[config.mk]
export PLATFORM = sky130hd
export DESIGN_NAME = tmu_top
export DESIGN_NICKNAME = d
export VERILOG_FILES = /design/src/include/tmu_pkg.sv /design/src/rtl/tmu_top.sv
export SDC_FILE = /design/constraint.sdc
export NUM_CORES = 1
export LEC_CHECK = 0
export BUFFER_PORTS_ARGS = -buffer_cell sky130_fd_sc_hd__buf_2
export CAP_MARGIN = 15
export CORE_MARGIN = 5
export CORE_UTILIZATION = 37
export CTS_BUF_LIST = sky130_fd_sc_hd__clkbuf_4
export CTS_CLUSTER_SIZE = 8
export DETAILED_ROUTE_END_ITERATION = 6
export RECOVER_POWER = 25
export SLEW_MARGIN = 15
export SYNTH_ARGS = -nofsm -noshare
export SYNTH_HDL_FRONTEND = slang
export SYNTH_SLANG_ARGS = --single-unit
[constraint.sdc]
create_clock -name ref_clk -period 3.98 [get_ports ref_clk]
set_input_delay 0.796 -clock ref_clk [delete_from_list [all_inputs] [get_ports ref_clk]]
set_output_delay 0.796 -clock ref_clk [all_outputs]
set_load 0.02 [all_outputs]
[src/include/tmu_pkg.sv]
// Package with constants and carrier types for the timer control unit
// Behaviour
// - Three independent timers, each holding a sixteen-bit count.
// - First and second timers each have one input line and one output line.
// - Third timer has no line; time base, prescaler for others, DMA request source.
// - Each timer serviced once per four core cycles, limiting external counting.
// - Output responds to an input clock event within six core cycles.
// - Each timer has a maximum-count value and counts only up to it.
// - First and second timers have a second limit; dual mode alternates limits.
// - Pulse-width measurement times high and low phases of interrupt line two.
// - Inverted interrupt inputs interrupt on pin falling edge and are inputs only.
// - Core clock driving the timers runs at forty megahertz from the crystal.
// - Power-save keeps the timers running, but from a reduced clock rate.
// - Any interrupt in power-save restores the normal clock rate automatically.
package tmu_pkg;
    localparam int TMU_NUM_TIMERS = 3;
    localparam int TMU_CNT_W = 16;
    localparam int TMU_SLOTS = 4;
    localparam int TMU_CLK_MHZ = 100;
    localparam int TMU_CORE_MHZ = 40;
    localparam int TMU_OUT_RESP_CYC = 6;
    localparam int TMU_PS_DIV = 8;
    localparam int TMU_IRQ_W = 8;
    localparam logic [1:0] TMU_SLOT_RST = 2'h0;
    localparam logic [15:0] TMU_CNT_RST = 16'h0000;
    localparam logic [15:0] TMU_CNT_SAT = 16'hFFFF;

    // Per-timer configuration carried as one bundle
    typedef struct packed {
        logic en;
        logic dual;
        logic ext_clk;
        logic prescale;
        logic [15:0] max_a;
        logic [15:0] max_b;
    } tmu_tcfg_t;

    // Pulse-width measurement result
    typedef struct packed {
        logic [15:0] high_width;
        logic [15:0] low_width;
    } tmu_pw_res_t;

    typedef enum logic [1:0] {
        TMU_SLOT_T0 = 2'b00,
        TMU_SLOT_T1 = 2'b01,
        TMU_SLOT_T2 = 2'b10,
        TMU_SLOT_IDLE = 2'b11
    } tmu_slot_t;
endpackage

[src/rtl/tmu_top.sv]
// Three-timer control unit with pulse-width measurement and power-save clock slowing
module tmu_top #(
    parameter int PS_DIV = tmu_pkg::TMU_PS_DIV
) (
    // Clock and reset
    input wire logic ref_clk,
    input wire logic arst_n,
    // Timer configuration, same clock domain
    input wire tmu_pkg::tmu_tcfg_t event_timer_first_cfg,
    input wire tmu_pkg::tmu_tcfg_t event_timer_second_cfg,
    input wire tmu_pkg::tmu_tcfg_t internal_prescale_timer_cfg,
    // Timer pins
    input wire logic event_timer_first_in,
    input wire logic event_timer_second_in,
    output logic event_timer_first_out,
    output logic event_timer_second_out,
    // Internal timer event toward DMA
    output logic dma_req,
    // Interrupt line two at the board pin, and other interrupt sources
    input wire logic ext_irq_line_two_pin,
    input wire logic [tmu_pkg::TMU_IRQ_W-1:0] other_irq,
    output logic ext_irq_line_two_irq,
    // Pulse-width measurement
    input wire logic pulse_width_measure_en,
    output tmu_pkg::tmu_pw_res_t pulse_width_measure_res,
    output logic pulse_width_measure_valid,
    // Power save
    input wire logic power_save_enter,
    output logic power_save_active
);
    import tmu_pkg::*;

    tmu_tcfg_t cfg [TMU_NUM_TIMERS];
    logic [15:0] cnt_q [TMU_NUM_TIMERS];
    logic [15:0] cnt_d [TMU_NUM_TIMERS];
    logic [TMU_NUM_TIMERS-1:0] sel_b_q, sel_b_d, out_q, out_d, pend_q, pend_d;
    logic dma_q, dma_d;
    logic [1:0] slot_q, slot_d;
    logic [7:0] ps_cnt_q, ps_cnt_d;
    logic ps_q, ps_d;
    logic tick;
    // Synchronisers: stage one feeds only stage two
    logic [2:0] sync1_q, sync2_q, prev_q;
    logic [2:0] ext_rise;
    logic irq_fall;
    logic [15:0] hi_cnt_q, hi_cnt_d, lo_cnt_q, lo_cnt_d;
    tmu_pw_res_t res_q, res_d;
    logic pwv_q, pwv_d, irq_q, irq_d;

    assign cfg[0] = event_timer_first_cfg;
    assign cfg[1] = event_timer_second_cfg;
    assign cfg[2] = internal_prescale_timer_cfg;

    // Saturating increment shared by both phase counters
    function automatic logic [15:0] sat_inc(input logic [15:0] v);
        sat_inc = (v == TMU_CNT_SAT) ? v : v + 16'h0001;
    endfunction

    // Two-flop synchronisers; reset to idle pin levels so release shows no false edge
    always_ff @(posedge ref_clk or negedge arst_n) begin
        if (!arst_n) begin
            sync1_q <= 3'h4;
            sync2_q <= 3'h4;
            prev_q <= 3'h4;
        end else begin
            sync1_q <= {ext_irq_line_two_pin, event_timer_second_in, event_timer_first_in};
            sync2_q <= sync1_q;
            prev_q <= sync2_q;
        end
    end

    // Rising input edges clock the pin timers; a pin fall raises the interrupt
    assign ext_rise = {1'b0, sync2_q[1:0] & ~prev_q[1:0]};
    assign irq_fall = prev_q[2] & ~sync2_q[2];

    // Power-save divider: slot advance only every PS_DIV cycles while slowed
    assign tick = !ps_q || (ps_cnt_q == 8'h00);

    always_comb begin
        ps_d = ps_q;
        ps_cnt_d = ps_cnt_q;
        if (irq_fall || (|other_irq)) begin
            ps_d = 1'b0;
        end else if (power_save_enter) begin
            ps_d = 1'b1;
        end
        if (!ps_q || ps_cnt_q == 8'(PS_DIV - 1)) begin
            ps_cnt_d = 8'h00;
        end else begin
            ps_cnt_d = ps_cnt_q + 8'h01;
        end
    end

    // Service slot: each timer gets one slot out of four
    always_comb begin
        slot_d = slot_q;
        if (tick) begin
            slot_d = slot_q + 2'h1;
        end
    end

    always_ff @(posedge ref_clk or negedge arst_n) begin
        if (!arst_n) begin
            ps_q <= 1'b0;
            ps_cnt_q <= 8'h00;
            slot_q <= TMU_SLOT_RST;
        end else begin
            ps_q <= ps_d;
            ps_cnt_q <= ps_cnt_d;
            slot_q <= slot_d;
        end
    end

    // Timer counting, limits and outputs
    always_comb begin
        logic svc;
        logic evt;
        logic [15:0] lim;
        svc = 1'b0;
        evt = 1'b0;
        lim = TMU_CNT_RST;
        sel_b_d = sel_b_q;
        out_d = out_q;
        pend_d = pend_q;
        dma_d = 1'b0;
        for (int i = 0; i < TMU_NUM_TIMERS; i++) begin
            cnt_d[i] = cnt_q[i];
        end
        for (int i = TMU_NUM_TIMERS - 1; i >= 0; i--) begin
            svc = tick && (slot_q == 2'(i));
            if (i < 2 && (cfg[i].ext_clk || cfg[i].prescale)) begin
                evt = pend_q[i];
            end else begin
                evt = 1'b1;
            end
            // Second limit only exists for the pin timers
            lim = (i < 2 && cfg[i].dual && sel_b_q[i]) ? cfg[i].max_b : cfg[i].max_a;
            if (svc) begin
                pend_d[i] = 1'b0;
            end
            if (svc && cfg[i].en && evt) begin
                if (cnt_q[i] >= lim) begin
                    cnt_d[i] = TMU_CNT_RST;
                    if (i < 2 && cfg[i].dual) begin
                        sel_b_d[i] = ~sel_b_q[i];
                        out_d[i] = sel_b_q[i];
                    end else begin
                        out_d[i] = 1'b0;
                    end
                    if (i == 2) begin
                        dma_d = 1'b1;
                        pend_d[0] = pend_d[0] | cfg[0].prescale;
                        pend_d[1] = pend_d[1] | cfg[1].prescale;
                    end
                end else begin
                    cnt_d[i] = cnt_q[i] + 16'h0001;
                    if (!(i < 2 && cfg[i].dual)) begin
                        out_d[i] = 1'b1;
                    end
                end
            end
            // New events arriving in a servicing cycle are kept
            if (i < 2 && cfg[i].ext_clk && !cfg[i].prescale) begin
                pend_d[i] = pend_d[i] | ext_rise[i];
            end
            if (!cfg[i].en) begin
                sel_b_d[i] = 1'b0;
            end
        end
    end

    always_ff @(posedge ref_clk or negedge arst_n) begin
        if (!arst_n) begin
            for (int i = 0; i < TMU_NUM_TIMERS; i++) begin
                cnt_q[i] <= TMU_CNT_RST;
            end
            sel_b_q <= 3'h0;
            out_q <= 3'h7;
            pend_q <= 3'h0;
            dma_q <= 1'b0;
        end else begin
            for (int i = 0; i < TMU_NUM_TIMERS; i++) begin
                cnt_q[i] <= cnt_d[i];
            end
            sel_b_q <= sel_b_d;
            out_q <= out_d;
            pend_q <= pend_d;
            dma_q <= dma_d;
        end
    end

    // Pulse-width measurement on the inverted interrupt line two
    always_comb begin
        hi_cnt_d = hi_cnt_q;
        lo_cnt_d = lo_cnt_q;
        res_d = res_q;
        pwv_d = 1'b0;
        irq_d = irq_fall;
        if (!pulse_width_measure_en) begin
            hi_cnt_d = TMU_CNT_RST;
            lo_cnt_d = TMU_CNT_RST;
        end else if (sync2_q[2] && !prev_q[2]) begin
            res_d.low_width = lo_cnt_q;
            lo_cnt_d = TMU_CNT_RST;
            hi_cnt_d = 16'h0001;
            pwv_d = 1'b1;
        end else if (irq_fall) begin
            res_d.high_width = hi_cnt_q;
            hi_cnt_d = TMU_CNT_RST;
            lo_cnt_d = 16'h0001;
            pwv_d = 1'b1;
        end else if (sync2_q[2]) begin
            hi_cnt_d = sat_inc(hi_cnt_q);
        end else begin
            lo_cnt_d = sat_inc(lo_cnt_q);
        end
    end

    always_ff @(posedge ref_clk or negedge arst_n) begin
        if (!arst_n) begin
            hi_cnt_q <= TMU_CNT_RST;
            lo_cnt_q <= TMU_CNT_RST;
            res_q <= '0;
            pwv_q <= 1'b0;
            irq_q <= 1'b0;
        end else begin
            hi_cnt_q <= hi_cnt_d;
            lo_cnt_q <= lo_cnt_d;
            res_q <= res_d;
            pwv_q <= pwv_d;
            irq_q <= irq_d;
        end
    end

    // Registered outputs
    assign event_timer_first_out = out_q[0];
    assign event_timer_second_out = out_q[1];
    assign dma_req = dma_q;
    assign ext_irq_line_two_irq = irq_q;
    assign pulse_width_measure_res = res_q;
    assign pulse_width_measure_valid = pwv_q;
    assign power_save_active = ps_q;
endmodule

==> results.toml <==
[routing]
vias_per_cell = 5.00
remaining_drc_errors = 0
routed-via-count = 6127
dr.first_iter.drc_count = 265
dr.pass1.iters = 5
wl_per_cell_um = 13.9
wl_mm = 17.1
drtAntennaViolNets = 0

[worst_setup_path]
critical_path.reg2reg.endpoint = "out_q[0]$_DFFE_PN1P_"
r2r_slack_ns = 0.72
criticalPathCategory = "reg2reg"
crit_start = "sel_b_q[0]$_DFFE_PN0P_"
slowest_delay_ns = 0.70
crit_required_ns = 4.44
worstSetupStartpointType = "register"
endpoint = "out_q[0]$_DFFE_PN1P_"
crit_fanout = 16
rr_worst_depth = 10
cp_cell_sequence = "nand2_1, buf_12, mux2i_1, ha_1, and4_1, nand3_1, or4_1, and4_1, nor2_1, mux2i_1"
crit_arrival_ns = 3.72
slowest_stage = "nor2_1"
regToRegStartpoint = "sel_b_q[0]$_DFFE_PN0P_"
endpoint_kind = "register"

[run_status]
run_status = "complete, but fails checks"
violations = "max-capacitance violations, max-slew violations"

[yosys]
synth_common_cells = "136 x dfrtp_1, 88 x nor2_1, 64 x nand2_1, 60 x ha_1, 43 x nand3_1"
synth_fp_nets = 967
yosysTopAreaCellShare = 0.432
synth.area.top_cells = "dfrtp_1 43%, ha_1 9.5%, mux2_2 4.6%, xor2_1 4.2%, mux2i_1 4.2%"
ys_seq_area_frac = 0.449
ys_warn_count = 0
syn_avg_cell_area_um2 = 10.0
synth_top_area_cell = "dfrtp_1"
netlist_area_um2 = 7880
synth.most_common_cell = "dfrtp_1"
synthFlopType = "dfrtp_1"
synthArstFlopShare = 1.00
synth-seq-cells = 141
synth_edf_count = 0
ys_types = 55
synth_cells = 784

[clocking]
cts_resized = 0
cts_buffers = 17
hold_buffers = 0
cts_setup_buffers = 0
ctsLongestPathBuffers = 2
cts.sinks = 141
cts_tree = "yes"
h-tree-depth = 4
clock_latency_ns = 0.53
clockRootBuffer = "clkbuf_4"
clk_pin_slew_ns = 0.13

[placement]
dp_hpwl_mm = 12.7
post-place-ws_ns = 0.144
portBuffers = 141
place_congestion = 0.784
dpl-instance-area_um2 = 8950

[sta]
setup_slack_ns = 0.718
fmax_ghz = 0.307
fin_worst_skew_ns = 0.0199
rsz0062_at_grt = "false"
max_slew_margin = -0.422
layout_min_cycle_time_ns = 3.26
fin_tns_setup_ns = 0
maxSlewViolCount = 86
finalSetupViolCount = 0
hold_viol_final = 0
holdWs_ns = 0.342
tightestPinTransition_ns = 2.13
layout_worst_path_cycle_share = 0.820

[power_and_ir_drop]
peakVddDrop_mv = 0.171
total_power_mw = 2.89
p_per_area_nw_per_um2 = 313
leakage_nw = 4.81

[floorplanning]
die_area_um2 = 24300
start_util = 0.375
die_width_um = 156
core_area_um2 = 21000
num_rows = 53
ioPinCount = 161
die_h_um = 156

[hold_path]
hold_class = "in2reg"

[global_routing]
grt_pass1_wl_mm = 29.1
grt_overflow = 0
antenna_found_initial = 2
track_usage = 0.144
grt_max_degree = 87
grt_pass1_vias = 6110

[final_layout]
n_fill_cell = 2050
seqCellArea_um2 = 3530
multi_input_area_um2 = 4150
syn_to_final_growth_pct = 17.2
nNetsFinal = 1119
final_area_um2 = 9230
drive_gt1_frac = 0.240

[run]
maxCapViolations = 1
[cell families after synthesis]
group | Yosys count | synth area share
flops | 141 | 0.449
fa+ha+maj | 60 | 0.0953
simple gates | 307 | 0.195
compound gates | 102 | 0.0831
buf+inv | 50 | 0.0245
xor+xnor | 59 | 0.0656
mux | 65 | 0.0877
[flip-flops by register name, summed over array words and instances, names as in the netlist]
name                       cells
cnt_q                         48
pulse_width_measure_res       32
hi_cnt_q                      16
lo_cnt_q                      16
ps_cnt_q                       8
prev_q                         3
sync1_q                        3
sync2_q                        3
out_q                          2
pend_q                         2
sel_b_q                        2
slot_q                         2
dma_req                        1
ext_irq_line_two_irq           1
power_save_active              1
pulse_width_measure_valid      1
[worst min-delay path by stage]
| stage | from | end | slack (ns) | cells past startpoint |
|---|---|---|---|---|
| floorplan | sync1_q[0]$_DFF_PN0_ | sync2_q[0]$_DFF_PN0_ | 0.33 | 0 |
| global placement | sync1_q[0]$_DFF_PN0_ | sync2_q[0]$_DFF_PN0_ | 0.33 | 0 |
| detailed placement | sync1_q[0]$_DFF_PN0_ | sync2_q[0]$_DFF_PN0_ | 0.34 | 0 |
| CTS | ext_irq_line_two_pin | sync1_q[2]$_DFF_PN1_ | 0.27 | 1 |
| global route | ext_irq_line_two_pin | sync1_q[2]$_DFF_PN1_ | 0.27 | 1 |
| finish | ext_irq_line_two_pin | sync1_q[2]$_DFF_PN1_ | 0.34 | 1 |
[cells in the final DEF, fill, tap and decap left out, types with 3 or more instances in the layout]
cell,count
buf_2,140
clkbuf_4,18
nor2b_1,7
dfrtp_1,136
and4_1,9
xnor2_1,21
xor2_1,38
dfstp_2,4
a21o_1,7
nand3_1,43
nor4_1,9
ha_1,60
nand2b_1,9
clkinvlp_4,4
nand2_1,64
inv_1,33
mux2_2,32
buf_4,7
clkinv_2,3
a22o_1,4
and2_1,3
nor2_1,88
a21oi_1,26
o31ai_1,3
nor3_1,10
or3_1,5
o21ai_0,40
and3_1,22
mux2i_1,33
nand4_1,22
[per-layer routing]
layer	GRT usage	part of all wire	vias up
met1	0.195	0.47	2884
li1	-	-	3093
met5	0	0.00076	-
met3	0.0408	0.061	11
met4	0.0338	0.0082	2
met2	0.231	0.46	137
[power by group]
| group | switching (mW) | internal, mW | total, mW |
|---|---|---|---|
| combinational | 0.212 | 0.177 | 0.389 |
| clock | 0.540 | 0.379 | 0.919 |
| sequential | 0.0780 | 1.51 | 1.59 |
| total | 0.830 | 2.06 | 2.89 |
[critical path: cells and delay by family, from the launching register on]
kind                     cells  cell delay (ns)
buffers and inverters        1             0.18
adder cells (fa/ha/maj)      1             0.31
flip-flops                   1             0.41
multiplexers                 2             0.38
AND/OR/NAND/NOR              6             1.90
[metrics by stage]
step	util	instances
floorplan	-	784
global placement	0.426	1192
detailed placement	0.426	1192
CTS	0.439	1224
global route	0.439	1225
finish	0.439	1225
[final cells by class]
type,count,area share
diodes,1,0.000271
well taps,275,0.0373
multi-input cells,593,0.449
clock inverters,14,0.0156
inverters,33,0.0134
repair buffers,150,0.0865
clock buffers,18,0.0146
flip-flops and latches,141,0.383
Power figures use the tool's default switching activity.
